File: config.mk
export PLATFORM = sky130hd
export DESIGN_NAME = aux_function_strobe_handshake
export DESIGN_NICKNAME = d
export VERILOG_FILES = /design/src/aux_pkg.sv /design/src/aux_function_strobe_handshake.sv /design/src/aux_func_table.sv
export VERILOG_INCLUDE_DIRS = /design/src /design/src/src
export SDC_FILE = /design/constraint.sdc
export NUM_CORES = 2
export LEC_CHECK = 0
export BUFFER_PORTS_ARGS = -buffer_cell sky130_fd_sc_hd__buf_2
export CORE_ASPECT_RATIO = 1.4
export CORE_MARGIN = 1
export CORE_UTILIZATION = 50
export CTS_BUF_LIST = sky130_fd_sc_hd__clkbuf_4 sky130_fd_sc_hd__clkbuf_8
export DETAILED_ROUTE_END_ITERATION = 7
export GPL_TIMING_DRIVEN = 0
export PLACE_DENSITY = 0.66
export SLEW_MARGIN = 20
export SYNTH_ARGS = -nofsm -noshare
export SYNTH_HDL_FRONTEND = slang
export SYNTH_SLANG_ARGS = --single-unit
File: constraint.sdc
create_clock -name mclk -period 5.9 [get_ports mclk]
set_input_delay 0.59 -clock mclk [delete_from_list [all_inputs] [get_ports mclk]]
set_output_delay 0.59 -clock mclk [all_outputs]
set_load 0.01 [all_outputs]
File: src/aux_defs.svh
/*
 Constants of the auxiliary M function strobe handshake: group size,
 code width, function table layout and counter width.
 Assumes it is included by its bare name wherever the values are needed.
*/
`ifndef AUX_DEFS_SVH
`define AUX_DEFS_SVH

// Number of code outputs in one group
`define AUX_NUM_CODES 7
// Last group index
`define AUX_LAST_IDX 3'h6
// Width of one M function code
`define AUX_CODE_W 8
// Number of entries in the function table, one per code value
`define AUX_TBL_DEPTH 256
// Table entry layout
`define AUX_ENT_W 3
`define AUX_ENT_DEFINED 2
`define AUX_ENT_AFTER 1
`define AUX_ENT_WAIT 0
// Reset value of a table entry: not defined
`define AUX_ENT_RESET 3'h0
// Width of the handshake width counter, in bits; the count is in mclk cycles
`define AUX_CNT_W 16

`endif

File: src/aux_pkg.sv
/*
 Types of the auxiliary M function strobe handshake.
 Assumes aux_defs.svh is on the include path.
*/
`include "aux_defs.svh"

package aux_pkg;

	typedef logic [`AUX_CODE_W-1:0] m_code_t;
	typedef logic [`AUX_ENT_W-1:0] tbl_entry_t;
	typedef logic [`AUX_CNT_W-1:0] width_t;

	typedef enum logic [2:0] {
		st_idle,
		st_scan,
		st_gap,
		st_hold,
		st_ack,
		st_done,
		st_next,
		st_move
	} hs_state_e;

endpackage : aux_pkg

File: src/aux_function_strobe_handshake.sv
/*
 Sends the M functions of a block to the machine logic controller in a
 before-move group and an after-move group, each with its own strobe,
 closing each by the done handshake or by a fixed strobe width.
 Assumes the block request, table writes and done input are synchronous
 to mclk, and that the partner keeps its side of the done handshake.
*/
`timescale 1ns/10ps
`include "aux_defs.svh"

module aux_function_strobe_handshake (
	// Clock and reset
	input wire logic mclk,
	input wire logic reset_n,
	// Block request from the interpreter
	input wire logic blk_valid,
	input wire logic [`AUX_NUM_CODES*`AUX_CODE_W-1:0] blk_codes,
	input wire logic [`AUX_NUM_CODES-1:0] blk_code_valid,
	input wire logic blk_motion,
	output logic blk_ready,
	// Axis move handshake
	output logic move_start,
	input wire logic move_done,
	// Configuration
	input wire aux_pkg::width_t min_handshake_width,
	input wire logic tbl_wr_en,
	input wire aux_pkg::m_code_t tbl_wr_code,
	input wire aux_pkg::tbl_entry_t tbl_wr_entry,
	// Partner side
	output aux_pkg::m_code_t m_code_out_1,
	output aux_pkg::m_code_t m_code_out_2,
	output aux_pkg::m_code_t m_code_out_3,
	output aux_pkg::m_code_t m_code_out_4,
	output aux_pkg::m_code_t m_code_out_5,
	output aux_pkg::m_code_t m_code_out_6,
	output aux_pkg::m_code_t m_code_out_7,
	output logic m_code_strobe,
	input wire logic aux_done_in
);

	////////////////////////////////////////////////////////////////////////
	// State

	aux_pkg::hs_state_e state_reg;
	aux_pkg::hs_state_e state_next;
	aux_pkg::width_t cnt_reg;
	aux_pkg::m_code_t code_reg [`AUX_NUM_CODES];
	aux_pkg::m_code_t bef_code_reg [`AUX_NUM_CODES];
	aux_pkg::m_code_t aft_code_reg [`AUX_NUM_CODES];
	logic [2:0] bef_n_reg;
	logic [2:0] aft_n_reg;
	logic bef_wait_reg;
	logic aft_wait_reg;
	logic phase_reg;
	logic motion_reg;
	logic [2:0] idx_reg;
	logic [`AUX_NUM_CODES*`AUX_CODE_W-1:0] blk_codes_reg;
	logic [`AUX_NUM_CODES-1:0] blk_vld_reg;
	logic strobe_reg;
	logic ready_reg;
	logic move_reg;

	////////////////////////////////////////////////////////////////////////
	// Table lookup and classification of the code under scan

	aux_pkg::m_code_t cur_code;
	aux_pkg::tbl_entry_t cur_entry;
	wire cur_valid;
	wire cur_after;
	wire cur_wait;

	assign cur_code = blk_codes_reg[idx_reg*`AUX_CODE_W +: `AUX_CODE_W];
	assign cur_valid = blk_vld_reg[idx_reg];

	aux_func_table u_table (
		.mclk(mclk),
		.reset_n(reset_n),
		.wr_en(tbl_wr_en),
		.wr_code(tbl_wr_code),
		.wr_entry(tbl_wr_entry),
		.rd_code(cur_code),
		.rd_entry(cur_entry)
	);

	// Undefined codes go before the move and wait for done
	assign cur_after = cur_entry[`AUX_ENT_DEFINED] &
		cur_entry[`AUX_ENT_AFTER];
	assign cur_wait = ~cur_entry[`AUX_ENT_DEFINED] |
		cur_entry[`AUX_ENT_WAIT];
	wire add_bef = (state_reg == aux_pkg::st_scan) & cur_valid & ~cur_after;
	wire add_aft = (state_reg == aux_pkg::st_scan) & cur_valid & cur_after;

	////////////////////////////////////////////////////////////////////////
	// Current group and handshake decisions

	wire [2:0] grp_n = phase_reg ? aft_n_reg : bef_n_reg;
	wire grp_wait = phase_reg ? aft_wait_reg : bef_wait_reg;
	wire cnt_zero = (cnt_reg == '0);
	wire in_gap = (state_reg == aux_pkg::st_gap);
	wire grp_empty = in_gap & (grp_n == 3'h0);
	// Strobe rises only after the low time has run out
	wire fire = in_gap & ~grp_empty & cnt_zero;
	wire hold_end = (state_reg == aux_pkg::st_hold) & cnt_zero;
	wire acked = (state_reg == aux_pkg::st_ack) & ~aux_done_in;
	wire in_done = (state_reg == aux_pkg::st_done);
	// Done accepted once it stayed high through a full width count
	wire done_end = in_done & aux_done_in & cnt_zero;
	wire done_low = in_done & ~aux_done_in;
	wire release_s = hold_end | done_end;
	// One counter serves strobe width, done width and strobe low time
	wire cnt_load = fire | release_s | acked | done_low;

	always_ff @(posedge mclk or negedge reset_n)
	begin
		if (!reset_n)
			cnt_reg <= '0;
		else if (cnt_load)
			cnt_reg <= min_handshake_width;
		else if (!cnt_zero)
			cnt_reg <= cnt_reg - 1'b1;
	end

	////////////////////////////////////////////////////////////////////////
	// Sequencing

	always_comb
	begin
		state_next = state_reg;
		case (state_reg)
			aux_pkg::st_idle:
				if (blk_valid)
					state_next = aux_pkg::st_scan;
			aux_pkg::st_scan:
				if (idx_reg == `AUX_LAST_IDX)
					state_next = aux_pkg::st_gap;
			aux_pkg::st_gap:
				if (grp_empty)
					state_next = aux_pkg::st_next;
				else if (fire)
					state_next = grp_wait ? aux_pkg::st_ack :
						aux_pkg::st_hold;
			aux_pkg::st_hold:
				if (hold_end)
					state_next = aux_pkg::st_next;
			aux_pkg::st_ack:
				if (acked)
					state_next = aux_pkg::st_done;
			aux_pkg::st_done:
				if (done_end)
					state_next = aux_pkg::st_next;
			aux_pkg::st_next:
				if (phase_reg)
					state_next = aux_pkg::st_idle;
				else if (motion_reg)
					state_next = aux_pkg::st_move;
				else
					state_next = aux_pkg::st_gap;
			aux_pkg::st_move:
				if (move_done)
					state_next = aux_pkg::st_gap;
			default:
				state_next = aux_pkg::st_idle;
		endcase
	end

	wire take_blk = (state_reg == aux_pkg::st_idle) & blk_valid;
	wire to_after = (state_reg == aux_pkg::st_next) & ~phase_reg;
	wire start_mv = to_after & motion_reg;

	always_ff @(posedge mclk or negedge reset_n)
	begin
		if (!reset_n)
		begin
			state_reg <= aux_pkg::st_idle;
			phase_reg <= 1'b0;
			motion_reg <= 1'b0;
			idx_reg <= 3'h0;
			blk_codes_reg <= '0;
			blk_vld_reg <= '0;
			ready_reg <= 1'b0;
			move_reg <= 1'b0;
			strobe_reg <= 1'b0;
		end
		else
		begin
			state_reg <= state_next;
			ready_reg <= (state_next == aux_pkg::st_idle);
			move_reg <= start_mv;
			if (take_blk)
			begin
				blk_codes_reg <= blk_codes;
				blk_vld_reg <= blk_code_valid;
				motion_reg <= blk_motion;
				phase_reg <= 1'b0;
			end
			else if (to_after)
				phase_reg <= 1'b1;
			idx_reg <= (state_reg == aux_pkg::st_scan) ? idx_reg + 3'h1 : 3'h0;
			if (fire)
				strobe_reg <= 1'b1;
			else if (release_s)
				strobe_reg <= 1'b0;
		end
	end

	////////////////////////////////////////////////////////////////////////
	// Group collection in block order

	always_ff @(posedge mclk or negedge reset_n)
	begin
		if (!reset_n)
		begin
			bef_n_reg <= 3'h0;
			aft_n_reg <= 3'h0;
			bef_wait_reg <= 1'b0;
			aft_wait_reg <= 1'b0;
		end
		else if (take_blk)
		begin
			bef_n_reg <= 3'h0;
			aft_n_reg <= 3'h0;
			bef_wait_reg <= 1'b0;
			aft_wait_reg <= 1'b0;
		end
		else
		begin
			if (add_bef)
			begin
				bef_n_reg <= bef_n_reg + 3'h1;
				bef_wait_reg <= bef_wait_reg | cur_wait;
			end
			if (add_aft)
			begin
				aft_n_reg <= aft_n_reg + 3'h1;
				aft_wait_reg <= aft_wait_reg | cur_wait;
			end
		end
	end

	generate
		for (genvar g = 0; g < `AUX_NUM_CODES; g++)
		begin : g_slot
			wire bef_hit = add_bef & (bef_n_reg == 3'(g));
			wire aft_hit = add_aft & (aft_n_reg == 3'(g));
			wire used = (3'(g) < grp_n);
			wire aux_pkg::m_code_t grp_code =
				phase_reg ? aft_code_reg[g] : bef_code_reg[g];

			always_ff @(posedge mclk or negedge reset_n)
			begin
				if (!reset_n)
				begin
					bef_code_reg[g] <= '0;
					aft_code_reg[g] <= '0;
					code_reg[g] <= '0;
				end
				else
				begin
					if (bef_hit)
						bef_code_reg[g] <= cur_code;
					if (aft_hit)
						aft_code_reg[g] <= cur_code;
					// Loaded only at the cycle the strobe rises
					if (fire)
						code_reg[g] <= used ? grp_code : '0;
				end
			end
		end
	endgenerate

	////////////////////////////////////////////////////////////////////////
	// Outputs

	assign m_code_out_1 = code_reg[0];
	assign m_code_out_2 = code_reg[1];
	assign m_code_out_3 = code_reg[2];
	assign m_code_out_4 = code_reg[3];
	assign m_code_out_5 = code_reg[4];
	assign m_code_out_6 = code_reg[5];
	assign m_code_out_7 = code_reg[6];
	assign m_code_strobe = strobe_reg;
	assign blk_ready = ready_reg;
	assign move_start = move_reg;

endmodule : aux_function_strobe_handshake

File: src/aux_func_table.sv
/*
 Function table: one entry per M code value telling whether the code is
 defined, whether it goes out after the move and whether it waits for done.
 Assumes one clock; written by configuration, read combinationally.
*/
`timescale 1ns/10ps
`include "aux_defs.svh"

module aux_func_table (
	// Clock and reset
	input wire logic mclk,
	input wire logic reset_n,
	// Configuration write
	input wire logic wr_en,
	input wire aux_pkg::m_code_t wr_code,
	input wire aux_pkg::tbl_entry_t wr_entry,
	// Lookup
	input wire aux_pkg::m_code_t rd_code,
	output aux_pkg::tbl_entry_t rd_entry
);

	aux_pkg::tbl_entry_t table_reg [`AUX_TBL_DEPTH];

	always_ff @(posedge mclk or negedge reset_n)
	begin
		if (!reset_n)
		begin
			for (int i = 0; i < `AUX_TBL_DEPTH; i++)
				table_reg[i] <= `AUX_ENT_RESET;
		end
		else if (wr_en)
			table_reg[wr_code] <= wr_entry;
	end

	assign rd_entry = table_reg[rd_code];

endmodule : aux_func_table

==> metrics <==
PD cells 643 nW/um^2; RSZ-0062 raised after global routing yes; drt drc 0; Crit Path Class reg2reg; synth warn 0; post-synthesis mux area share 23.0%; register area share after synthesis 52.5%; die height 374 um; Worst-Margin Slew 1340 ps; Synth Area in Compound Gates 6.51%; vias per cell 6.65; crit path max-delay cell type buf_2; fin crit share 104%; total CTS buffers 166; Overall Global Routing Usage 48.7%; top cell type's share of synthesized area 52.5%; TritonCTS Sinks 1034; DR pass1 iterations 6; CP startpoint kind register; Final HPWL DP 166000 um; Max-slew headroom 10.5%; largest family of logic cells by synthesized area multiplexers; die area 99900 um^2; CTS H-tree depth 4; later-pin clock latency in the skew report 920 ps; first-pass GRT wire length 329000 um; DRT Wirelength 242000 um; Slew Limit Fails 0; routability cong. 1.05; die width 267 um; Largest register FFs 768; drt initial violations 5149; Worst Path Arrival 6970 ps; clk buf depth 3; initial core utilization 50.7%; #FFs+latches synth 1034; Critical Path, Cell by Cell clkbuf_1 > clkinv_1 > mux4_2 > clkbuf_2 > buf_2 > clkbuf_4 > clkbuf_2 > clkbuf_2 > a311oi_1 > a211oi_2 > a311oi_1 > nor3_2 > nor3_1 > o21ba_2 > o21ai_0; FMAX 163 MHz; Post-layout nets 5002; max incr delay on CP 620 ps; Data required, critical path 6710 ps; status finished, violations left; CTS tree yes; Distinct cells, synth 67; number of I/O pins 156; Tmin final 6150 ps; CP max FO 10; failing checks negative setup slack; Mapped Cells 4479; largest net degree at the start of global routing 134; Synth Net Count 4590; power consumption 36.5 mW; clk_skew 31.8 ps; Vias 42100; Area growth syn-to-layout 15.2%; Area contributors post-synth dfrtp_1 (52%), mux2_2 (20%), nand2_1 (8.1%); Util after Layout 58.4%; total gr overflow 0; Routed Antenna Nets 0; post-place setup slack -1210 ps; Worst path most repeated cell clkbuf_2; post-synthesis xor/xnor area fraction 0.266%; EDFF count, synth 0; vias in the first global route 41500; Core ar. 97300 um^2; netlist area before placement 49300 um^2; simple-gate share of the synthesized area 14.0%; DR WL/cell 38.2 um; Avg Inst Size Synth 11.0 um^2; P_leak 26.9 nW; maximum VDD drop 0.546 mV; root buf cell clkbuf_8; row cnt 135; Port Buffers 150; final setup violation count 67; Worst Hold Class in2reg; Synth Flop Type dfrtp_1; Post-Synth Adder-Cell Area 0.355%; initial antenna violation count 32; Async SR Flop Fraction 100%; clock slew at reported path FFs 60 ps; Max Cap Violations 0; Yosys top cell by area dfrtp_1; endpoints failing hold 0; final worst-path setup slack -253 ps; CP endpoint kind register; ratio of cells with drive above 1 in the final layout 30.9%
[metal layers]
| layer | GRT usage, % | vias up | wire [um] |
|---|---|---|---|
| li1 | - | 16600 | - |
| met1 | 54.1 | 21100 | 81700 |
| met2 | 72.2 | 3067 | 105000 |
| met3 | 17.2 | 1250 | 26800 |
| met4 | 45.8 | 24 | 28000 |
| met5 | 0 | - | 246 |
[worst max-delay path: cells and delay by family, from the launching register on]
| kind | cells | cell delay (ps) |
|---|---|---|
| buffers and inverters | 7 | 3550 |
| AO/OA/AOI/OAI | 5 | 1210 |
| AND/OR/NAND/NOR | 2 | 530 |
| multiplexers | 1 | 340 |
| flip-flops | 1 | 320 |
[stage by stage]
stage                     instance area, um^2  cells  hold WS [ps]  setup TNS (ps)
after global placement                  51700   5930           455               -
after detailed placement                52100   5943           460          -48470
final                                   56800   6330           135           -4930
after CTS                               56500   6304          96.3           -27.1
after global routing                    56700   6309           170           -43.7
after floorplan                         49300   4479           294               0
[Yosys cell counts, types with 4 or more instances]
cell type  instances
nand4_4            6
mux2i_1          117
a22oi_1            7
a21oi_1           28
nand3_1          168
xor2_1             5
mux2_2           873
buf_6             15
a311oi_1          75
nand4_1           22
o22ai_1           12
o211ai_1           4
clkbuf_1         224
a32oi_1           11
nor2_1           102
nor4_1            13
o21ai_1            7
nor3_1            49
mux4_2             6
a41oi_1            5
o21ai_0           38
nand2_1         1060
ha_1              14
a2111oi_0          4
buf_4             16
a211oi_1          94
nor2b_1           14
buf_1             27
nand2b_1          15
o221ai_1           5
and3_1           108
a311o_1            5
mux2_1            19
o31ai_1           61
a31oi_1           57
inv_1             13
xnor2_1           10
nand4_2            6
buf_2             74
and2_1            17
dfrtp_1         1034
[power by group]
group	internal [mW]	switching, mW	leakage [nW]
clock network	3.52	3.07	1.82
logic	4.31	17.2	11.0
registers	7.91	0.494	14.1
[cells by family (layout without fill, tap and decap cells)]
kind of cell / Yosys count / in the layout
and+or+nand+nor: 1591 / 1591
DFF: 1034 / 1034
muxes: 1015 / 1015
AOI/OAI and AO/OA: 439 / 439
buffers and inverters: 371 / 894
xor gates and xnor gates: 15 / 15
adders and majority gates: 14 / 14
other: 0 / 27
[cells in the final DEF (no fill, tap or decap), types with 16 or more instances in the layout]
cell type | Yosys | routed
nand2_1 | 1060 | 1056
dfrtp_1 | 1034 | 1034
mux2_2 | 873 | 873
clkbuf_8 | 0 | 203
buf_2 | 74 | 193
clkbuf_1 | 224 | 172
nand3_1 | 168 | 168
mux2i_1 | 117 | 117
and3_1 | 108 | 108
nor2_1 | 102 | 97
a211oi_1 | 94 | 86
dlygate4sd3_1 | 0 | 81
clkbuf_4 | 0 | 79
a311oi_1 | 75 | 70
o31ai_1 | 61 | 61
a31oi_1 | 57 | 53
nor3_1 | 49 | 46
buf_4 | 16 | 40
o21ai_0 | 38 | 36
clkbuf_2 | 0 | 33
a21oi_1 | 28 | 28
diode_2 | 0 | 27
buf_6 | 15 | 26
nand4_1 | 22 | 22
mux2_1 | 19 | 19
buf_1 | 27 | 16
and2_1 | 17 | 16
[path summary, 6_finish.rpt]
check / from / end / slack, ps / cells after the start
setup / recovery: idx_reg[2]$_DFF_PN0_ / aft_wait_reg$_DFFE_PN0P_ / -250 / 15
min in group asynchronous: reset_n / blk_codes_reg[17]$_DFFE_PN0P_ / 260 / 2
hold / removal: blk_valid / phase_reg$_DFFE_PN0P_ / 140 / 4
hold reg to reg: m_code_out_5[0]$_DFFE_PN0N_ / m_code_out_5[0]$_DFFE_PN0N_ / 470 / 2
max in group asynchronous: reset_n / u_table.table_reg[496]$_DFFE_PN0P_ / 3260 / 5
setup reg to reg: idx_reg[2]$_DFF_PN0_ / aft_wait_reg$_DFFE_PN0P_ / -250 / 15
[cell type report]
cell class | instances | area, um^2
Clock buffer | 256 | 3190
Clock inverter | 23 | 226
Tap cell | 1301 | 1630
Multi-Input combinational cell | 3074 | 22000
Fill cell | 8529 | 40500
Buffer | 354 | 1850
Inverter | 15 | 56.3
Sequential cell | 1034 | 25900
Timing Repair Buffer | 246 | 1900
Antenna cell | 27 | 67.6
[what timing repair did]
item                                    in CTS  in global routing
endpoints found under the setup margin     120                116
hold buffers                                81                  0
pin swaps                                    1                  2
resized for setup                           67                 72
setup buffers                                2                  0
hold endpoints to repair                   205                  0
No activity file was read; power rests on OpenSTA's default activity.
